**src/inc/tcp_pkg.sv**
```systemverilog
`default_nettype none
package tcp_pkg;
  // Clock rate and timing
  localparam int unsigned CLK_MHZ      = 125;
  localparam int unsigned PA_LEAD_NS   = 5000;
  localparam int unsigned PA_LEAD_CYC  = (PA_LEAD_NS * CLK_MHZ + 999) / 1000;
  localparam int unsigned RUN_MAX_NS   = 3000;
  localparam int unsigned RUN_MAX_CYC  = (RUN_MAX_NS * CLK_MHZ) / 1000;

  // Serial word layout
  localparam int unsigned SER_WORD_W   = 16;
  localparam int unsigned SER_ADDR_W   = 2;
  localparam int unsigned SER_DATA_W   = 14;
  localparam int unsigned SER_ADDR_LSB = 14;
  localparam int unsigned SER_NREG     = 4;

  // Control register 0 fields
  localparam int unsigned R0_TPC_MODE_BIT  = 6;
  localparam int unsigned R0_TPC_BIT       = 7;
  localparam int unsigned R0_INTERLOCK_BIT = 8;
  localparam logic [13:0] CTRL_RST         = 14'h0000;
  localparam logic        TPC_LVL_RST      = 1'b1;

  // Wishbone byte offsets
  localparam logic [7:0] WB_CTRL0  = 8'h00;
  localparam logic [7:0] WB_CTRL1  = 8'h04;
  localparam logic [7:0] WB_CTRL2  = 8'h08;
  localparam logic [7:0] WB_CTRL3  = 8'h0c;
  localparam logic [7:0] WB_STATUS = 8'h10;
  localparam logic [7:0] WB_CONFIG = 8'h14;
  localparam logic [7:0] WB_EVENTS = 8'h18;

  // Status, event and config fields
  localparam int unsigned ST_POWER_BIT = 0;
  localparam int unsigned ST_RX_BIT    = 1;
  localparam int unsigned ST_TX_BIT    = 2;
  localparam int unsigned ST_RF_BIT    = 3;
  localparam int unsigned ST_PA_BIT    = 4;
  localparam int unsigned ST_LOCK_BIT  = 5;
  localparam int unsigned ST_TPC_BIT   = 6;
  localparam int unsigned EV_RUN_BIT   = 0;
  localparam int unsigned EV_WORD_BIT  = 1;
  localparam logic [15:0] SETTLE_RST   = 16'h0010;

  typedef enum logic [1:0] {
    PA_OFF,
    PA_SETTLE,
    PA_ON,
    PA_TAIL
  } tcp_pa_state_t;

  typedef struct packed {
    logic                  valid;
    logic [SER_ADDR_W-1:0] addr;
    logic [SER_DATA_W-1:0] data;
  } tcp_ser_word_t;
endpackage
`default_nettype wire

```
**src/logic/tcp_serial_rx.sv**
```systemverilog
`timescale 1ns/1ps
`default_nettype none
module tcp_serial_rx (
  input  wire logic           i_mclk,
  input  wire logic           i_nrst,
  input  wire logic           i_ser_clk,
  input  wire logic           i_ser_data,
  input  wire logic           i_ser_en,
  output tcp_pkg::tcp_ser_word_t o_word
);
  typedef struct packed {
    logic        clk_s1;
    logic        clk_s2;
    logic        clk_d;
    logic        dat_s1;
    logic        dat_s2;
    logic        en_s1;
    logic        en_s2;
    logic        en_d;
    logic [15:0] shift;
    tcp_pkg::tcp_ser_word_t word;
  } tcp_ser_state_t;

  tcp_ser_state_t st_r;
  tcp_ser_state_t st_nxt;

  // Rising edge of a synchronised level
  function automatic logic tcp_rise(input logic now, input logic was);
    tcp_rise = now & ~was;
  endfunction

  // Shift on rising clock edges while enable low, latch on enable rise
  always_comb begin
    st_nxt            = st_r;
    st_nxt.clk_s1     = i_ser_clk;
    st_nxt.clk_s2     = st_r.clk_s1;
    st_nxt.clk_d      = st_r.clk_s2;
    st_nxt.dat_s1     = i_ser_data;
    st_nxt.dat_s2     = st_r.dat_s1;
    st_nxt.en_s1      = i_ser_en;
    st_nxt.en_s2      = st_r.en_s1;
    st_nxt.en_d       = st_r.en_s2;
    st_nxt.word.valid = 1'b0;
    if (!st_r.en_s2 && tcp_rise(st_r.clk_s2, st_r.clk_d)) begin // RULE_09
      st_nxt.shift = {st_r.shift[14:0], st_r.dat_s2}; // RULE_16
    end
    if (tcp_rise(st_r.en_s2, st_r.en_d)) begin // RULE_06
      st_nxt.word.valid = 1'b1; // RULE_10
      st_nxt.word.addr  = st_r.shift[15:tcp_pkg::SER_ADDR_LSB]; // RULE_16
      st_nxt.word.data  = st_r.shift[tcp_pkg::SER_DATA_W-1:0];
    end
  end

  // State register; shifting frozen while enable is high
  always_ff @(posedge i_mclk or negedge i_nrst) begin // RULE_07
    if (!i_nrst) begin
      st_r       <= '0;
      // Enable idles high; matching it avoids a false latch after reset
      st_r.en_s1 <= 1'b1;
      st_r.en_s2 <= 1'b1;
      st_r.en_d  <= 1'b1;
    end else begin
      st_r <= st_nxt;
    end
  end

  assign o_word = st_r.word;
endmodule
`default_nettype wire

```
**src/logic/tcp_slicer.sv**
```systemverilog
`timescale 1ns/1ps
`default_nettype none
module tcp_slicer #(
  parameter int unsigned W = 8
) (
  input  wire logic         i_mclk,
  input  wire logic         i_nrst,
  input  wire logic         i_active,
  input  wire logic [W-1:0] i_demod,
  output logic              o_bit,
  output logic              o_run_long
);
  typedef struct packed {
    logic [W+3:0] mean;
    logic         bit_v;
    logic [9:0]   run;
    logic         run_long;
  } tcp_slc_state_t;

  tcp_slc_state_t st_r;
  tcp_slc_state_t st_nxt;
  logic [W+3:0]   scaled;

  // Centre tracks sixteen times the mean; bit is sample above centre
  always_comb begin
    scaled          = {i_demod, 4'h0};
    st_nxt          = st_r;
    st_nxt.run_long = 1'b0;
    st_nxt.mean     = st_r.mean - (st_r.mean >> 4) + {4'h0, i_demod};
    if (!i_active) begin
      st_nxt.bit_v = 1'b0;
      st_nxt.run   = 10'h000;
    end else begin
      st_nxt.bit_v = scaled > st_r.mean; // RULE_15
      if (st_nxt.bit_v != st_r.bit_v) begin
        st_nxt.run = 10'h000;
      end else if (st_r.run != 10'h3ff) begin
        st_nxt.run = st_r.run + 10'h001;
      end
      // Flag a run at the slicer's length limit
      st_nxt.run_long = (st_nxt.run == 10'(tcp_pkg::RUN_MAX_CYC)); // RULE_15
    end
  end

  // State register
  always_ff @(posedge i_mclk or negedge i_nrst) begin
    if (!i_nrst) begin
      st_r <= '0;
    end else begin
      st_r <= st_nxt;
    end
  end

  assign o_bit      = st_r.bit_v;
  assign o_run_long = st_r.run_long;
endmodule
`default_nettype wire

```
**src/logic/tcp_top.sv**
```systemverilog
// Function
// RULE_01 - Enable high powers up, low is standby
// RULE_02 - Select input switches transmit and receive paths
// RULE_03 - Enabled: select high receive, low transmit
// RULE_04 - PA enable with RF, drops 5us before
// RULE_05 - Interlock holds PA off while PLL unlocked
// RULE_06 - Enable rising edge latches word into register
// RULE_07 - Serial activity ignored while enable high
// RULE_08 - Controller sends 16-bit words with address
// RULE_09 - Data sampled on clock rise, enable low
// RULE_10 - No error checking of latched words
// RULE_11 - Serial bus and registers live in standby
// RULE_12 - Power-control mode: open drain low when bit zero
// RULE_13 - Power-control level changes on select falling edge
// RULE_14 - Transmit data input becomes FSK modulation
// RULE_15 - Centre slicer, runs under 3us only
// RULE_16 - Last sixteen bits, address picks register
`timescale 1ns/1ps
`default_nettype none
module tcp_top #(
  parameter int unsigned DEMOD_W = 8
) (
  input  wire logic               i_mclk,
  input  wire logic               i_nrst,
  input  wire logic               i_wb_cyc,
  input  wire logic               i_wb_stb,
  input  wire logic               i_wb_we,
  input  wire logic [7:0]         i_wb_adr,
  input  wire logic [31:0]        i_wb_dat,
  input  wire logic [3:0]         i_wb_sel,
  output logic [31:0]             o_wb_dat,
  output logic                    o_wb_ack,
  input  wire logic               i_transceiver_enable,
  input  wire logic               i_rx_tx_select,
  input  wire logic               i_ser_clk,
  input  wire logic               i_ser_data,
  input  wire logic               i_ser_en,
  input  wire logic               i_tx_data,
  input  wire logic               i_pll_lock,
  input  wire logic [DEMOD_W-1:0] i_demod,
  output logic                    o_power_on,
  output logic                    o_rx_active,
  output logic                    o_tx_active,
  output logic                    o_tx_mod_bit,
  output logic                    o_rf_tx_output_on,
  output logic                    o_pa_enable_out,
  output logic                    o_power_ctl_out_o,
  output logic                    o_power_ctl_out_oe,
  output logic                    o_rx_data
);
  typedef struct packed {
    logic                  transceiver_enable_s1;
    logic                  transceiver_enable_s2;
    logic                  rxs_s1;
    logic                  rxs_s2;
    logic                  rxs_d;
    logic                  din_s1;
    logic                  din_s2;
    logic                  lock_s1;
    logic                  lock_s2;
    logic [3:0][13:0]      ctrl;
    tcp_pkg::tcp_pa_state_t pa_st;
    logic [15:0]           pa_cnt;
    logic                  rf_on;
    logic                  pa_en;
    logic                  tpc_lvl;
    logic                  od_oe;
    logic                  power_on;
    logic                  rx_act;
    logic                  tx_act;
    logic                  tx_mod;
    logic                  rx_bit;
    logic [15:0]           settle;
    logic [1:0]            ev;
    logic                  ack;
    logic [31:0]           dat;
  } tcp_top_state_t;

  tcp_top_state_t         st_r;
  tcp_top_state_t         st_nxt;
  tcp_pkg::tcp_ser_word_t ser_word;
  logic                   slc_bit;
  logic                   slc_run_long;
  logic                   tx_mode;
  logic                   rx_mode;
  logic                   pa_block;
  logic                   wb_req;
  logic                   wb_wr;
  logic [31:0]            status;
  logic [1:0]             ev_set;
  logic [1:0]             ev_clr;

  // Serial bus receiver, powered regardless of standby
  tcp_serial_rx u_ser ( // RULE_11
    .i_mclk     (i_mclk),
    .i_nrst     (i_nrst),
    .i_ser_clk  (i_ser_clk),
    .i_ser_data (i_ser_data),
    .i_ser_en   (i_ser_en),
    .o_word     (ser_word)
  );

  // Receive data slicer, active only in receive mode
  tcp_slicer #(
    .W (DEMOD_W)
  ) u_slc (
    .i_mclk     (i_mclk),
    .i_nrst     (i_nrst),
    .i_active   (st_r.rx_act),
    .i_demod    (i_demod),
    .o_bit      (slc_bit),
    .o_run_long (slc_run_long)
  );

  // Operating mode from synchronised pins
  always_comb begin
    rx_mode  = st_r.transceiver_enable_s2 & st_r.rxs_s2; // RULE_03
    tx_mode  = st_r.transceiver_enable_s2 & ~st_r.rxs_s2; // RULE_03
    pa_block = st_r.ctrl[0][tcp_pkg::R0_INTERLOCK_BIT] & ~st_r.lock_s2;
    wb_req   = i_wb_cyc & i_wb_stb & ~st_r.ack;
    wb_wr    = wb_req & i_wb_we;
  end

  // Status word for software
  always_comb begin
    status                        = 32'h0000_0000;
    status[tcp_pkg::ST_POWER_BIT] = st_r.power_on;
    status[tcp_pkg::ST_RX_BIT]    = st_r.rx_act;
    status[tcp_pkg::ST_TX_BIT]    = st_r.tx_act;
    status[tcp_pkg::ST_RF_BIT]    = st_r.rf_on;
    status[tcp_pkg::ST_PA_BIT]    = st_r.pa_en;
    status[tcp_pkg::ST_LOCK_BIT]  = st_r.lock_s2;
    status[tcp_pkg::ST_TPC_BIT]   = st_r.tpc_lvl;
  end

  // Event set and write-one clear terms
  always_comb begin
    ev_set                       = 2'h0;
    ev_set[tcp_pkg::EV_RUN_BIT]  = slc_run_long;
    ev_set[tcp_pkg::EV_WORD_BIT] = ser_word.valid;
    ev_clr                       = 2'h0;
    if (wb_wr && i_wb_adr == tcp_pkg::WB_EVENTS && i_wb_sel[0]) begin
      ev_clr = i_wb_dat[1:0];
    end
  end

  // Next state
  always_comb begin
    st_nxt         = st_r;
    st_nxt.transceiver_enable_s1 = i_transceiver_enable;
    st_nxt.transceiver_enable_s2 = st_r.transceiver_enable_s1;
    st_nxt.rxs_s1  = i_rx_tx_select;
    st_nxt.rxs_s2  = st_r.rxs_s1;
    st_nxt.rxs_d   = st_r.rxs_s2;
    st_nxt.din_s1  = i_tx_data;
    st_nxt.din_s2  = st_r.din_s1;
    st_nxt.lock_s1 = i_pll_lock;
    st_nxt.lock_s2 = st_r.lock_s1;

    // Power and path enables
    st_nxt.power_on = st_r.transceiver_enable_s2; // RULE_01
    st_nxt.rx_act   = rx_mode; // RULE_02
    st_nxt.tx_act   = tx_mode; // RULE_02

    // Transmit data follows the pin's own timing
    st_nxt.tx_mod = tx_mode & st_r.din_s2; // RULE_14
    st_nxt.rx_bit = slc_bit; // RULE_15

    // Latched serial word, taken as is, in any mode
    if (ser_word.valid) begin // RULE_10
      st_nxt.ctrl[ser_word.addr] = ser_word.data; // RULE_16
    end

    // Power-control level moves only on receive-to-transmit edge
    if (st_r.rxs_d && !st_r.rxs_s2) begin // RULE_13
      st_nxt.tpc_lvl = st_r.ctrl[0][tcp_pkg::R0_TPC_BIT];
    end
    st_nxt.od_oe = st_r.ctrl[0][tcp_pkg::R0_TPC_MODE_BIT]
                   & ~st_r.tpc_lvl; // RULE_12

    // RF and PA sequencing
    case (st_r.pa_st)
      tcp_pkg::PA_OFF: begin
        st_nxt.pa_cnt = 16'h0000;
        if (tx_mode) begin
          st_nxt.pa_st = tcp_pkg::PA_SETTLE;
        end
      end
      tcp_pkg::PA_SETTLE: begin
        if (!tx_mode) begin
          st_nxt.pa_st = tcp_pkg::PA_OFF;
        end else if (st_r.pa_cnt >= st_r.settle) begin
          st_nxt.pa_st = tcp_pkg::PA_ON;
        end else begin
          st_nxt.pa_cnt = st_r.pa_cnt + 16'h0001;
        end
      end
      tcp_pkg::PA_ON: begin
        st_nxt.pa_cnt = 16'h0000;
        if (!tx_mode) begin
          st_nxt.pa_st = tcp_pkg::PA_TAIL; // RULE_04
        end
      end
      tcp_pkg::PA_TAIL: begin
        // RF stays up while the PA has already been dropped
        if (st_r.pa_cnt >= 16'(tcp_pkg::PA_LEAD_CYC - 1)) begin // RULE_04
          st_nxt.pa_st  = tcp_pkg::PA_OFF;
          st_nxt.pa_cnt = 16'h0000;
        end else begin
          st_nxt.pa_cnt = st_r.pa_cnt + 16'h0001;
        end
      end
      default: begin
        st_nxt.pa_st = tcp_pkg::PA_OFF;
      end
    endcase
    st_nxt.rf_on = (st_nxt.pa_st == tcp_pkg::PA_ON)
                   | (st_nxt.pa_st == tcp_pkg::PA_TAIL);
    st_nxt.pa_en = (st_nxt.pa_st == tcp_pkg::PA_ON)
                   & ~pa_block; // RULE_04 RULE_05

    // Events: a set in the clearing cycle wins
    st_nxt.ev = (st_r.ev & ~ev_clr) | ev_set;

    // Wishbone slave, one wait cycle, ack for one cycle
    // Ack masks a held strobe so one request never answers twice
    st_nxt.ack = wb_req;
    // Read data is zero except in the ack cycle
    st_nxt.dat = 32'h0000_0000;
    // Settle count is written byte by byte under the lane selects
    if (wb_wr && i_wb_adr == tcp_pkg::WB_CONFIG) begin
      if (i_wb_sel[0]) begin
        st_nxt.settle[7:0] = i_wb_dat[7:0];
      end
      if (i_wb_sel[1]) begin
        st_nxt.settle[15:8] = i_wb_dat[15:8];
      end
    end
    // Read mux; control words are read-only copies of the serial bus
    // Unmapped offsets read as zero and still acknowledge
    if (wb_req && !i_wb_we) begin
      case (i_wb_adr)
        tcp_pkg::WB_CTRL0:  st_nxt.dat = {18'h0, st_r.ctrl[0]};
        tcp_pkg::WB_CTRL1:  st_nxt.dat = {18'h0, st_r.ctrl[1]};
        tcp_pkg::WB_CTRL2:  st_nxt.dat = {18'h0, st_r.ctrl[2]};
        tcp_pkg::WB_CTRL3:  st_nxt.dat = {18'h0, st_r.ctrl[3]};
        tcp_pkg::WB_STATUS: st_nxt.dat = status;
        tcp_pkg::WB_CONFIG: st_nxt.dat = {16'h0000, st_r.settle};
        tcp_pkg::WB_EVENTS: st_nxt.dat = {30'h0, st_r.ev};
        default:            st_nxt.dat = 32'h0000_0000;
      endcase
    end
  end

  // State register; control registers survive standby
  always_ff @(posedge i_mclk or negedge i_nrst) begin // RULE_11
    if (!i_nrst) begin
      st_r         <= '0;
      st_r.ctrl    <= {4{tcp_pkg::CTRL_RST}};
      st_r.tpc_lvl <= tcp_pkg::TPC_LVL_RST;
      st_r.settle  <= tcp_pkg::SETTLE_RST;
      st_r.pa_st   <= tcp_pkg::PA_OFF;
    end else begin
      st_r <= st_nxt;
    end
  end

  // Outputs straight from state flops, except the open-drain data level tied to 0
  // No output passes through logic after its flop
  // The open-drain pin is modelled as enable with a low data level
  assign o_wb_dat           = st_r.dat;
  assign o_wb_ack           = st_r.ack;
  assign o_power_on         = st_r.power_on;
  assign o_rx_active        = st_r.rx_act;
  assign o_tx_active        = st_r.tx_act;
  assign o_tx_mod_bit       = st_r.tx_mod;
  assign o_rf_tx_output_on  = st_r.rf_on;
  assign o_pa_enable_out    = st_r.pa_en;
  assign o_power_ctl_out_o  = 1'b0; // Open drain only pulls low
  assign o_power_ctl_out_oe = st_r.od_oe; // RULE_12
  assign o_rx_data          = st_r.rx_bit;
endmodule
`default_nettype wire

```
**config.mk**
```make
export PLATFORM = sky130hd
export DESIGN_NAME = tcp_top
export DESIGN_NICKNAME = d
export VERILOG_FILES = /design/src/inc/tcp_pkg.sv /design/src/logic/tcp_serial_rx.sv /design/src/logic/tcp_slicer.sv /design/src/logic/tcp_top.sv
export SDC_FILE = /design/constraint.sdc
export NUM_CORES = 1
export LEC_CHECK = 0
export ABC_AREA = 0
export BUFFER_PORTS_ARGS = -buffer_cell sky130_fd_sc_hd__buf_2
export CORE_ASPECT_RATIO = 1.2
export CORE_MARGIN = 2
export CORE_UTILIZATION = 50
export CTS_BUF_LIST = sky130_fd_sc_hd__clkbuf_8 sky130_fd_sc_hd__clkbuf_16
export CTS_CLUSTER_DIAMETER = 150
export CTS_CLUSTER_SIZE = 14
export DETAILED_ROUTE_END_ITERATION = 10
export PLACE_DENSITY = 0.71
export SLEW_MARGIN = 10
export SYNTH_ARGS = -nofsm -noshare
export SYNTH_HDL_FRONTEND = slang
export SYNTH_HIERARCHICAL = 1
export SYNTH_SLANG_ARGS = --single-unit
```
**constraint.sdc**
```tcl
create_clock -name i_mclk -period 3.95 [get_ports i_mclk]
set_input_delay 0.395 -clock i_mclk [delete_from_list [all_inputs] [get_ports i_mclk]]
set_output_delay 0.395 -clock i_mclk [all_outputs]
set_load 0.05 [all_outputs]
```
==> results.tsv <==
stage	metric	value	unit
status	status	finished, final reports clean	
synth	Synth top area share	0.482	
critical_path	Worst Setup Path Type	reg2reg	
die	die height	157	um
power_and_ir_drop	Design Power	0.00629	W
sta	crit share post-route	0.766	
die	core area	0.0190	mm^2
synth	Warnings, synthesis	6	
synth	Synth Flop Type	dfrtp_1	
cts	hold buffers post-CTS	0	
sta	skew final	8.59	ps
critical_path	worst path required time	4250	ps
die	row count	55	
cts	TritonCTS sink count	192	
cts	cts repair resizes	0	
cts	Post-CTS Setup Bufs	0	
critical_path	CP Max Fanout	19	
synth	Avg Cell Area, Syn	11.9	um^2
cts	H-Tree Depth	4	
synth	Cells after Synth	818	
synth	most numerous cell in the Yosys netlist	dfrtp_1	
detailed_routing	WL final	19400	um
sta	worst rel slew slack	0.349	
global_route	total gr overflow	0	
global_route	initial antenna violation count	0	
detailed_routing	vias	6179	
synth	register area share after synthesis	0.495	
detailed_routing	WL per Instance	17.3	um
synth	Post-synth EDFFs	0	
global_route	first-pass GRT wire length	32100	um
die	die width	131	um
global_route	GR Util met2	0.330	
sta	Setup TNS	0	ps
cts	CTS tree	built	
detailed_routing	1st-iter DRT viols	379	
final_layout	Layout Nets	968	
final_layout	post-route cell area	0.0106	mm^2
synth	Mapped Area	0.00972	mm^2
sta	RSZ-0062 raised after global routing	no	
cts	Clock Latency Late Sink	430	ps
power_and_ir_drop	PD cells	594	mW/mm^2
synth	Synth area leaders	dfrtp_1 (48%), mux2_2 (11%), ha_1 (5.0%), buf_4 (4.1%), inv_1 (2.5%)	
sta	Achievable Freq	0.330	GHz
sta	worst-margin pin slew	976	ps
final_layout	fill cell count	1618	
detailed_routing	DR pass1 iterations	5	
cts	Inserted Clock Buffers	17	
power_and_ir_drop	peak supply drop	660	uV
cts	clock transition at the registers of the reported paths	70	ps
global_route	vias in the first global route	6242	
detailed_routing	DRC viols	0	
die	die area	0.0206	mm^2
final_layout	Syn-to-layout area delta	8.94	%
die	Initial Utilization	0.512	
sta	final setup violating endpoints	0	
global_route	largest net degree at the start of global routing	91	
sta	Final Hold Vio Count	0	
critical_path	Critical Path Start Type	register	
synth	Seq cells post-synth	192	
synth	Cell variety after synth	76	
global_route	GRT met1 Usage	0.260	
die	io pins	106	
global_route	met3 Use GR	0.0395	
sta	Max Slew Vio Count	0	
synth	Synth top cells by count	dfrtp_1 (187), mux2_2 (96), inv_1 (64)	
cts	Bufs on Longest Clock Path	2	
power_and_ir_drop	LEAKAGE	5.04	nW
final_layout	footprint of the multi-input gates	0.00421	mm^2
critical_path	Crit path arrival time	3330	ps
sta	final worst setup slack	923	ps
place	Final Wtd Congestion	0.809	
cts	CTS Root Cell	clkbuf_16	
sta	min Tclk post-route	3030	ps
global_route	GRT Total Usage	0.199	
synth	Yosys top cell by area	dfrtp_1	
place	placed inst area	0.00999	mm^2
global_route	layer with the highest usage	met2	
detailed_routing	DRT antenna net count	0	
synth	asr flop ratio synth	1.00	
worst_hold_path	worst min path class	in2async	
critical_path	Worst setup EP type	register	
final_layout	Register Area	0.00481	mm^2
sta	WHS	10.9	ps
final_layout	ant diodes	0	
place	detailed placement HPWL	14000	um
detailed_routing	post-DR vias/cell	5.49	
place	pre-CTS setup slack	920	ps
final_layout	layout cells sized above 1	0.291	
run	max-cap violations	0	
place	I/O Buffers	70	
## stage by stage
step	std cells	utilization
after floorplan	834	-
after global placement	1094	0.526
after detailed placement	1094	0.526
after CTS	1125	0.557
after global routing	1125	0.557
final	1125	0.557
## state kept, by name (all words and copies together), names as in the netlist, 5 cells and up
| signal | count |
|---|---|
| u_ser/st_r | 19 |
| u_ser/o_word | 17 |
| u_slc/st_r | 22 |
| u_ser/st_nxt | 5 |
| st_r | 96 |
| o_wb_dat | 16 |
| st_nxt | 6 |
## path summary, 6_finish.rpt
check | startpoint | end | slack, ps | depth (start not counted)
min in group i_mclk | i_ser_en | u_ser/st_nxt[34] | 60 | 1
worst min-delay path | i_nrst | u_ser/st_nxt[39] | 10 | 1
worst max-delay path | st_r[48] | st_r[67] | 920 | 8
max in group asynchronous | i_nrst | u_slc/o_run_long | 2830 | 2
worst min register to register | st_nxt[136] | st_r[136] | 340 | 0
worst max register to register | st_r[48] | st_r[67] | 920 | 8
## layer usage
layer / wire length, um / part of all wire
met3: 666 / 0.034
met1: 8690 / 0.45
met2: 9570 / 0.49
met5: 0 / 0
met4: 493 / 0.025
## worst max-delay path, stage by stage (launching register included)
cell and delay [ps]:
dfrtp_1 420, inv_1 100, ha_1 310, nand4_1 150
or3_1 430, or4_4 580, a31oi_4 450, nand2b_4 350
o41ai_1 100
## where the power goes
part / internal, W / switching [W]
sequential: 0.00224 / 0.000240
combinational: 0.000915 / 0.00115
clock: 0.00101 / 0.000737
## cells in the final DEF, fill, tap and decap left out, types with 6 or more instances in the layout
master,count
nand2b_1,10
xor2_1,6
nor2_1,30
buf_4,6
and2_1,6
buf_2,69
nor3_1,7
and3_1,6
mux2_4,10
clkbuf_16,17
a21oi_1,37
ha_1,39
nand4_1,9
mux2_2,96
or3_1,6
inv_1,65
nor2b_1,6
nand3_1,20
a222oi_1,8
a22oi_1,18
conb_1,17
dfrtp_1,187
mux2i_1,7
xnor2_1,10
o21ai_0,28
nand2_1,33
fa_1,8
## cell type report
cell class                 instances  area share
timing repair buffer              76      0.0382
tap                              256      0.0303
clock inverter                    13      0.0152
inverter                          64      0.0227
sequential                       192       0.454
clock buffer                      18      0.0415
multi-input combinational        506       0.398
## logic make-up (layout without fill, tap and decap cells)
family	count (synthesis)	count (layout)	synth area share
DFF	192	192	0.495
and+or+nand+nor	168	168	0.102
AOI/OAI and AO/OA	143	143	0.105
buffers and inverters	136	171	0.0784
muxes	115	115	0.139
adders and majority gates	47	47	0.0667
xor gates and xnor gates	16	16	0.0144
other	1	17	0.000386
(Power assumes the default switching activity.)
